[src/swl_consts.vh]
`ifndef SWL_CONSTS_VH
`define SWL_CONSTS_VH
// Times in ns; cycle counts derived at 25 ns per clock.
`define SWL_CLK_NS          25
`define SWL_RSTL_STD_NS     480000
`define SWL_RSTL_OD_NS      70000
`define SWL_RSTH_STD_NS     480000
`define SWL_RSTH_OD_NS      48000
`define SWL_MSP_STD_NS      70000
`define SWL_MSP_OD_NS       8500
`define SWL_SLOT_STD_NS     86000
`define SWL_SLOT_OD_NS      16000
`define SWL_W0L_STD_NS      60000
`define SWL_W0L_OD_NS       8000
`define SWL_W1L_STD_NS      5000
`define SWL_W1L_OD_NS       1000
`define SWL_RL_STD_NS       5000
`define SWL_RL_OD_NS        1000
`define SWL_MSR_STD_NS      13000
`define SWL_MSR_OD_NS       2000
`define SWL_FALL_NS         0
`define SWL_CYC(ns)         (((ns) + `SWL_CLK_NS - 1) / `SWL_CLK_NS)
`define SWL_CNT_W           15
`define SWL_CMD_OD_SKIP     8'h3c
`define SWL_CRC_POLY        16'ha001
`define SWL_CRC_INIT        16'h0000
`endif

[src/swl_crc16.v]
`timescale 1ns/1ps
`include "swl_consts.vh"
// Running CRC-16 over bits sent or received, least significant bit first.
module swl_crc16 (
    // Clock and reset
    input  wire        clock_i,
    input  wire        resetn_i,
    // Control
    input  wire        clear_i,
    input  wire        bit_valid_i,
    input  wire        bit_i,
    // Result
    output reg  [15:0] crc_o
);
    wire fb = crc_o[0] ^ bit_i;

    always @(posedge clock_i) begin
        if (!resetn_i || clear_i) begin
            crc_o <= `SWL_CRC_INIT;
        end else if (bit_valid_i) begin
            crc_o <= fb ? ((crc_o >> 1) ^ `SWL_CRC_POLY) : (crc_o >> 1);
        end
    end
endmodule // swl_crc16

[src/swl_host.v]
`timescale 1ns/1ps
`include "swl_consts.vh"
module swl_host (
    // Clock and reset
    input  wire       clock_i,
    input  wire       resetn_i,
    // Requests
    input  wire       reset_req_i,
    input  wire       bit_req_i,
    input  wire       bit_i,
    input  wire       overdrive_i,
    input  wire       crc_clear_i,
    // Answers
    output wire       ready_o,
    output reg        done_o,
    output reg        presence_o,
    output reg        bit_o,
    output reg        overdrive_o,
    output wire [15:0] crc_o,
    // Bus line
    input  wire       line_i,
    output wire       line_o,
    output reg        line_oe_o
);
    localparam [4:0] S_IDLE = 5'h01;
    localparam [4:0] S_RLOW = 5'h02;
    localparam [4:0] S_RHI  = 5'h04;
    localparam [4:0] S_SLOW = 5'h08;
    localparam [4:0] S_SREC = 5'h10;

    // Cycle counts are worked out at full width, then cut to the counter width.
    localparam integer N_RSTL_S = `SWL_CYC(`SWL_RSTL_STD_NS + `SWL_FALL_NS);
    localparam integer N_RSTL_O = `SWL_CYC(`SWL_RSTL_OD_NS + `SWL_FALL_NS);
    localparam integer N_RSTH_S = `SWL_CYC(`SWL_RSTH_STD_NS);
    localparam integer N_RSTH_O = `SWL_CYC(`SWL_RSTH_OD_NS);
    localparam integer N_MSP_S  = `SWL_CYC(`SWL_MSP_STD_NS);
    localparam integer N_MSP_O  = `SWL_CYC(`SWL_MSP_OD_NS);
    localparam integer N_SLOT_S = `SWL_CYC(`SWL_SLOT_STD_NS);
    localparam integer N_SLOT_O = `SWL_CYC(`SWL_SLOT_OD_NS);
    localparam integer N_W0L_S  = `SWL_CYC(`SWL_W0L_STD_NS);
    localparam integer N_W0L_O  = `SWL_CYC(`SWL_W0L_OD_NS);
    localparam integer N_W1L_S  = `SWL_CYC(`SWL_W1L_STD_NS);
    localparam integer N_W1L_O  = `SWL_CYC(`SWL_W1L_OD_NS);
    localparam integer N_MSR_S  = `SWL_CYC(`SWL_MSR_STD_NS);
    localparam integer N_MSR_O  = `SWL_CYC(`SWL_MSR_OD_NS);

    localparam [14:0] C_RSTL_S = N_RSTL_S[14:0];
    localparam [14:0] C_RSTL_O = N_RSTL_O[14:0];
    localparam [14:0] C_RSTH_S = N_RSTH_S[14:0];
    localparam [14:0] C_RSTH_O = N_RSTH_O[14:0];
    localparam [14:0] C_MSP_S  = N_MSP_S[14:0];
    localparam [14:0] C_MSP_O  = N_MSP_O[14:0];
    localparam [14:0] C_SLOT_S = N_SLOT_S[14:0];
    localparam [14:0] C_SLOT_O = N_SLOT_O[14:0];
    localparam [14:0] C_W0L_S  = N_W0L_S[14:0];
    localparam [14:0] C_W0L_O  = N_W0L_O[14:0];
    localparam [14:0] C_W1L_S  = N_W1L_S[14:0];
    localparam [14:0] C_W1L_O  = N_W1L_O[14:0];
    localparam [14:0] C_MSR_S  = N_MSR_S[14:0];
    localparam [14:0] C_MSR_O  = N_MSR_O[14:0];

    reg  [4:0]  state;
    reg  [14:0] count;
    reg         od;
    reg         tx_bit;
    reg  [7:0]  shift;
    reg  [2:0]  nbit;
    reg         line_m;
    reg         line_s;
    reg         crc_step;
    reg         crc_val;
    reg         sel_byte;

    // Picks the standard or overdrive count.
    function [14:0] pick;
        input        sel_od;
        input [14:0] c_std;
        input [14:0] c_od;
        begin
            pick = sel_od ? c_od : c_std;
        end
    endfunction

    assign ready_o = (state == S_IDLE);
    assign line_o  = 1'b0;

    always @(posedge clock_i) begin
        if (!resetn_i) begin
            line_m <= 1'b1;
            line_s <= 1'b1;
        end else begin
            line_m <= line_i;
            line_s <= line_m;
        end
    end

    always @(posedge clock_i) begin
        if (!resetn_i) begin
            state       <= S_IDLE;
            count       <= 15'h0000;
            od          <= 1'b0;
            tx_bit      <= 1'b1;
            shift       <= 8'h00;
            nbit        <= 3'h0;
            done_o      <= 1'b0;
            presence_o  <= 1'b0;
            bit_o       <= 1'b0;
            overdrive_o <= 1'b0;
            line_oe_o   <= 1'b0;
            crc_step    <= 1'b0;
            crc_val     <= 1'b0;
            sel_byte    <= 1'b0;
        end else begin
            done_o   <= 1'b0;
            crc_step <= 1'b0;
            count    <= count + 15'h0001;
            // A write-zero slot is still low at the sample point, so both slot states sample.
            if ((state == S_SLOW || state == S_SREC) && count == pick(od, C_MSR_S, C_MSR_O)) begin
                bit_o    <= line_s;
                crc_val  <= line_s;
                crc_step <= 1'b1;
                shift    <= {line_s, shift[7:1]};
                nbit     <= nbit + 3'h1;
            end
            case (state)
                S_IDLE: begin
                    line_oe_o <= 1'b0;
                    count     <= 15'h0000;
                    if (reset_req_i) begin
                        // A standard reset is long enough to clear overdrive everywhere.
                        od        <= overdrive_i;
                        line_oe_o <= 1'b1;
                        state     <= S_RLOW;
                    end else if (bit_req_i) begin
                        tx_bit    <= bit_i;
                        line_oe_o <= 1'b1;
                        state     <= S_SLOW;
                    end
                end
                S_RLOW: begin
                    if (count + 15'h0001 >= pick(od, C_RSTL_S, C_RSTL_O)) begin
                        line_oe_o  <= 1'b0;
                        count      <= 15'h0000;
                        presence_o <= 1'b0;
                        nbit       <= 3'h0;
                        sel_byte   <= 1'b1;
                        state      <= S_RHI;
                    end
                end
                S_RHI: begin
                    if (count == pick(od, C_MSP_S, C_MSP_O)) begin
                        presence_o <= ~line_s;
                    end
                    if (count + 15'h0001 >= pick(od, C_RSTH_S, C_RSTH_O)) begin
                        overdrive_o <= od;
                        done_o      <= 1'b1;
                        state       <= S_IDLE;
                    end
                end
                S_SLOW: begin
                    // One bit low time bounds every data slot well below the reset limit.
                    if (count + 15'h0001 >= (tx_bit ? pick(od, C_W1L_S, C_W1L_O)
                                                   : pick(od, C_W0L_S, C_W0L_O))) begin
                        line_oe_o <= 1'b0;
                        state     <= S_SREC;
                    end
                end
                S_SREC: begin
                    if (count + 15'h0001 >= pick(od, C_SLOT_S, C_SLOT_O)) begin
                        // Only the first byte after a reset may switch this end to overdrive.
                        if (nbit == 3'h0 && sel_byte) begin
                            sel_byte <= 1'b0;
                            if (shift == `SWL_CMD_OD_SKIP && !od) begin
                                od          <= 1'b1;
                                overdrive_o <= 1'b1;
                            end
                        end
                        done_o <= 1'b1;
                        state  <= S_IDLE;
                    end
                end
                default: begin
                    line_oe_o <= 1'b0;
                    state     <= S_IDLE;
                end
            endcase
        end
    end

    swl_crc16 u_crc (
        .clock_i     (clock_i),
        .resetn_i    (resetn_i),
        .clear_i     (crc_clear_i),
        .bit_valid_i (crc_step),
        .bit_i       (crc_val),
        .crc_o       (crc_o)
    );
endmodule // swl_host

[config.mk]
export PLATFORM = sky130hd
export DESIGN_NAME = swl_host
export DESIGN_NICKNAME = d
export VERILOG_FILES = /design/src/swl_crc16.v /design/src/swl_host.v
export VERILOG_INCLUDE_DIRS = /design/src
export SDC_FILE = /design/constraint.sdc
export NUM_CORES = 1
export LEC_CHECK = 0
export BUFFER_PORTS_ARGS = -buffer_cell sky130_fd_sc_hd__buf_2
export CORE_ASPECT_RATIO = 2
export CORE_UTILIZATION = 60
export CTS_CLUSTER_SIZE = 24
export DETAILED_ROUTE_END_ITERATION = 8
export PLACE_DENSITY_LB_ADDON = 0.12
export SKIP_CTS_REPAIR_TIMING = 1
export SYNTH_ARGS = -nofsm -noshare
export SYNTH_HDL_FRONTEND = slang
export SYNTH_SLANG_ARGS = --single-unit
[constraint.sdc]
create_clock -name clock_i -period 4.1 [get_ports clock_i]
set_input_delay 0.41 -clock clock_i [delete_from_list [all_inputs] [get_ports clock_i]]
set_output_delay 0.41 -clock clock_i [all_outputs]
set_load 0.005 [all_outputs]
---- After elaboration in Yosys (flattened, before gate mapping) ----
Index checks and enable logic that the tools add are counted.
word-level totals
  register bits after elaboration ......... 58
  bits of input ports ..................... 8
  output and inout bits ................... 23
  logic and storage cells ................. 107
operators by class
  bitwise gates (word level) .............. 5
  reductions and logical operators ........ 20
  multiplexer cells ....................... 43
  equal/unequal tests ..................... 17
  add/sub/neg operators ................... 2
  order comparisons ....................... 4
operators with widths
  operator                                        count
  two-way mux 12 bit                              4
  two-way mux 15 bit                              3
  greater-or-equal comparator 15 x 12 -> 1 bit    2
  greater-or-equal comparator 15 bit              2
  two-way mux 5 bit                               6
  one-hot mux 15 bit (2 select lines)             1
  one-hot mux 5 bit (5 select lines)              1
  two-way mux 1 bit                               16
  two-way mux 16 bit                              1
  adder 15 x 1 -> 15 bit (second input constant)  1
  == test 15 x 10 -> 1 bit                        1
  == test 15 x 12 -> 1 bit                        1
  AND reduction 5 bit                             3
  two-way mux 10 bit                              1
  one-hot mux 1 bit (2 select lines)              5
  two-way mux 3 bit                               3
  AND reduction 3 bit                             3
  == test 8 x 6 -> 1 bit (second input constant)  1
  two-way mux 8 bit                               1
  != test 2 x 1 -> 1 bit (second input constant)  4
  != test 2 bit (second input constant)           4
  nonzero test 2 bit                              4
  == test 5 x 1 -> 1 bit (second input constant)  1
  == test 5 x 2 -> 1 bit (second input constant)  1
  other kinds (15)                                21

---- Logic depth before layout (Yosys ltp) ----
  word-level depth ........................ 6
  depth in mapped cells ................... 15
  gate-level depth less buffers ........... 13

---- Hierarchy ----
From an unflattened synthesis, not the netlist that was laid out.
second synthesis, totals
  cell total of the unflattened synthesis .. 384
  area, all modules ....................... 3,384.5 µm²
by module, submodules not included
  module     sequential area each (µm²)  area an instance (µm²)  cells each  instances
  swl_host   820.8                       2,775.2                 325         1
  swl_crc16  320.3                       609.3                   59          1

---- Worst setup path after synthesis ----
OpenSTA, ideal clock, no wires.
  path kind ............................... register to register
  start ................................... reg count[4]
  end ..................................... reg state[4]
  clock period less this slack ............ 3.022 ns
  data arrival time ....................... 2.900 ns
  data required time ...................... 3.978 ns
  setup slack ............................. 1.078 ns
  path buffers ............................ 0
  stages on the path, launching flop included .. 12
  cell sequence ........................... dfxtp_1 -> and4_4 -> nand2_1 -> xnor2_1 -> ha_1 -> a21o_1 -> a21o_1 -> a21oi_1 -> or4b_4 -> a2111oi_4 -> or2_1 -> a21oi_1
between the ends
  cells in the longest elaborated chain, start to end .. 4
RTL lines
  item                                                                      RTL line        RTL
  start, declared                                                           swl_host.v:63   reg [14:0] count;
  start signal, assigned                                                    swl_host.v:116  count <= count + 15'h0001;
  adder 15 x 1 -> 15 bit *                                                  -
  greater-or-equal comparator 15 x 12 -> 1 bit (tied with other cells)      swl_host.v:162  if (count + 15'h0001 >= (tx_bit ? pick(od, C_W1L_S, C_W1L_O)
  != test 2 x 1 -> 1 bit (no line) / != test 2 bit (equally long branches)  -
  AND reduction 5 bit (no line) *                                           -
  end signal, assigned                                                      swl_host.v:147  state <= S_RHI;
  end signal, assigned                                                      swl_host.v:157  state <= S_IDLE;
  end signal, assigned                                                      swl_host.v:165  state <= S_SREC;
  end, declared                                                             swl_host.v:62   reg [4:0] state;
Mark *: on every way between the ends. The rest lies on a longest branch, timed or not.
A chain may end at the register's enable or synchronous reset.

---- Final worst setup path ----
  start ................................... reg count[0]
  end ..................................... reg count[12]
between the ends
  cells in the longest elaborated chain, start to end .. 4
RTL lines
  item                                   RTL line                        RTL
  adder 15 x 1 -> 15 bit *               swl_host.v:116, swl_host.v:141
  greater-or-equal comparator 15 bit     swl_host.v:141                  if (count + 15'h0001 >= pick(od, C_RSTL_S, C_RSTL_O)) begin
  two-way mux 15 bit                     swl_host.v:141
  one-hot mux 15 bit (2 select lines) *  swl_host.v:125                  case (state)
Marks and branches as above.

==> results_dict.tcl <==
set metrics [dict create \
    status "complete, no violations" \
    mostFrequentLayoutCell "dfxtp_1" \
    gp_congestion 0.8566 \
    path_clk_slew_ps 60 \
    grt_pass1_vias 2616 \
    crit_fanout 18 \
    area_growth_syn_to_layout_pct 11.27 \
    numCtsBuffers 9 \
    hold_viol_final 0 \
    start_util 0.6236 \
    ys_seq_area_frac 0.3347 \
    intPower_w 0.001022 \
    yosysWarningCount 0 \
    clock_latency_ps 340 \
    die_y_um 108.6 \
    worst_pin_slew_ps 977.7 \
    powerDensity_nw_per_um2 367.0 \
    p_seq_frac 0.422 \
    portBuffers 29 \
    num_rows 38 \
    viasPerCell 5.879 \
    numClockSinks 57 \
    setup.worst_path.start_class "register" \
    grt_pass1_wl_um 11990 \
    dp_hpwl_um 5453 \
    syn_nets 409 \
    power_frac_clock 0.429 \
    fmax_mhz 276.3 \
    power_switching_w 0.0003696 \
    rsz0062_at_grt "no" \
    path_class "register to register" \
    antennaDiodeCount 0 \
    syn_area_um2 3410 \
    drive_above_1_share 0.1791 \
    postRouteAntennaNets 0 \
    leakage_nw 1.587 \
    via_count 2716 \
    cts_tree "yes" \
    synth-edff-count 0 \
    utilization 0.6938 \
    htreeDepth 3 \
    grt_overflow 0 \
    avgSynthCellArea_um2 9.141 \
    detail_route.iter0.violations 109 \
    cts_buffer_depth 2 \
    drv_cap 0 \
    wl_um 7265 \
    antenna_found_initial 0 \
    grt_max_degree 21 \
    setup_viol 0 \
    routedWlPerCell_um 15.73 \
    drc_errors 0 \
    groute.usage.overall 0.2569 \
    worstRegToRegCells 13 \
    pin_count 31 \
    synth_flop_cell "dfxtp_1" \
    timing.final.crit_share 0.8828 \
    die_x_um 55.31 \
    required_ps 4290 \
    dieArea_um2 6006 \
    slew_violations 0 \
    cp-end-kind "register" \
    root_buffer "clkbuf_8" \
    sw_frac_of_total 0.2655 \
    hold_class "input port to register" \
    fin_setup_tns_ps 0 \
    final_cell_mix "57 x dfxtp_1, 50 x nor2_1, 29 x buf_2" \
    worstHoldPathCells 2 \
    combPwrFrac 0.148 \
    min_period_ps 3620 \
    dr.pass1.iters 4 \
    fin_nets 433 \
    clock-skew-final_ps 8.081 \
    ir_worst_vdd_uv 442.8 \
    async_flop_share 0 \
    synthCells 373 \
    synth-seq-cells 57 \
    slew_headroom 0.3482 \
    worstPathArrival_ps 3810 \
    regToRegSetupSlack_ps 480 \
    core_um2 5468 \
    synth_cell_type_count 62 \
]
-- cells in the mapped netlist, drive strengths merged, types with 3 or more instances --
| library cell | number | area share |
|---|---|---|
| nor4b | 4 | 0.012 |
| nand4b | 4 | 0.010 |
| nand2b | 8 | 0.015 |
| a211oi | 3 | 0.0066 |
| or2 | 3 | 0.0055 |
| ha | 28 | 0.10 |
| a31oi | 4 | 0.0073 |
| or3 | 4 | 0.0073 |
| nand4 | 9 | 0.030 |
| o211ai | 3 | 0.0066 |
| buf | 11 | 0.023 |
| nand3 | 12 | 0.018 |
| nand2 | 17 | 0.019 |
| clkbuf | 10 | 0.011 |
| and3 | 5 | 0.011 |
| a21oi | 10 | 0.015 |
| mux2i | 25 | 0.073 |
| xnor2 | 12 | 0.031 |
| dfxtp | 57 | 0.33 |
| inv | 17 | 0.019 |
| o21ai | 9 | 0.015 |
| a2111oi | 4 | 0.023 |
| nor2 | 50 | 0.055 |
| nor3b | 7 | 0.015 |
| nor3 | 21 | 0.039 |
| xor2 | 11 | 0.034 |
-- layer usage --
layer  track usage  up-vias  wire length (µm)
li1              -     1367                 -
met4        0.1339        0               218
met5             0        -                 0
met2        0.4570       59              3859
met3       0.06220       19               259
met1        0.2776     1271              2928
-- cell type report --
class	count	area [µm²]
clock buffer	12	155.1
clock inverter	4	75.07
tap	60	75.07
fill	441	1674
sequential	57	1141
inverter	17	63.81
multi-input combinational	278	2101
timing repair buffer	34	182.7
-- cell families (layout without fill, tap and decap cells) --
family | after synthesis | count (layout) | share of synthesized area
AO/OA/AOI/OAI | 47 | 47 | 0.1097
AND/OR/NAND/NOR | 154 | 154 | 0.2609
multiplexers | 25 | 25 | 0.07339
XOR/XNOR | 23 | 23 | 0.06459
other | 1 | 1 | 0.001100
buffers and inverters | 38 | 67 | 0.05284
adder cells (fa/ha/maj) | 28 | 28 | 0.1028
flip-flops | 57 | 57 | 0.3347
-- power groups by stage --
stage / sequential (W) / combinational, W / clock (W)
finish: 0.000588 / 0.000206 / 0.000598
global placement: 0.000599 / 0.000200 / 0
global route: 0.000590 / 0.000227 / 0.000634
floorplan: 0.000596 / 0.000148 / 0
CTS: 0.000588 / 0.000206 / 0.000604
detailed placement: 0.000600 / 0.000204 / 0
-- stage by stage --
stage / instance area (µm²) / cells / setup WS (ps) / hold WS [ps] / total power, W
detailed placement: 3563 / 446 / 530.4 / 396.8 / 0.0008035
global placement: 3563 / 446 / 630.5 / 392.0 / 0.0007994
floorplan: 3410 / 373 / 1078 / 386.3 / 0.0007439
global route: 3794 / 462 / 112.0 / 248.3 / 0.001452
finish: 3794 / 462 / 480.5 / 249.1 / 0.001392
CTS: 3794 / 462 / 498.9 / 247.2 / 0.001397
-- worst paths after layout --
kind                            startpoint         to
worst max register to register    count[0]  count[12]
worst min register to register      line_m     line_s
worst max-delay path              count[0]  count[12]
worst min-delay path                line_i     line_m
-- flip-flops by register name, indices dropped and copies added (netlist names), 3 cells and up --
name,flops
u_crc.crc_o,16
nbit,3
state,5
shift,8
count,15
-- worst max-delay path, cell delays in order (launching register included) --
cell      delay, ps
dfxtp_1         520
ha_1            340
nand3_1         210
nor2_1          170
xnor2_1         200
inv_1           130
ha_1            330
nand2_1          70
nor4_1          170
nand4_1         130
a31oi_1         270
o2111a_1        240
or3_1           560
nor3_1          110
Power figures use the tool's default switching activity.
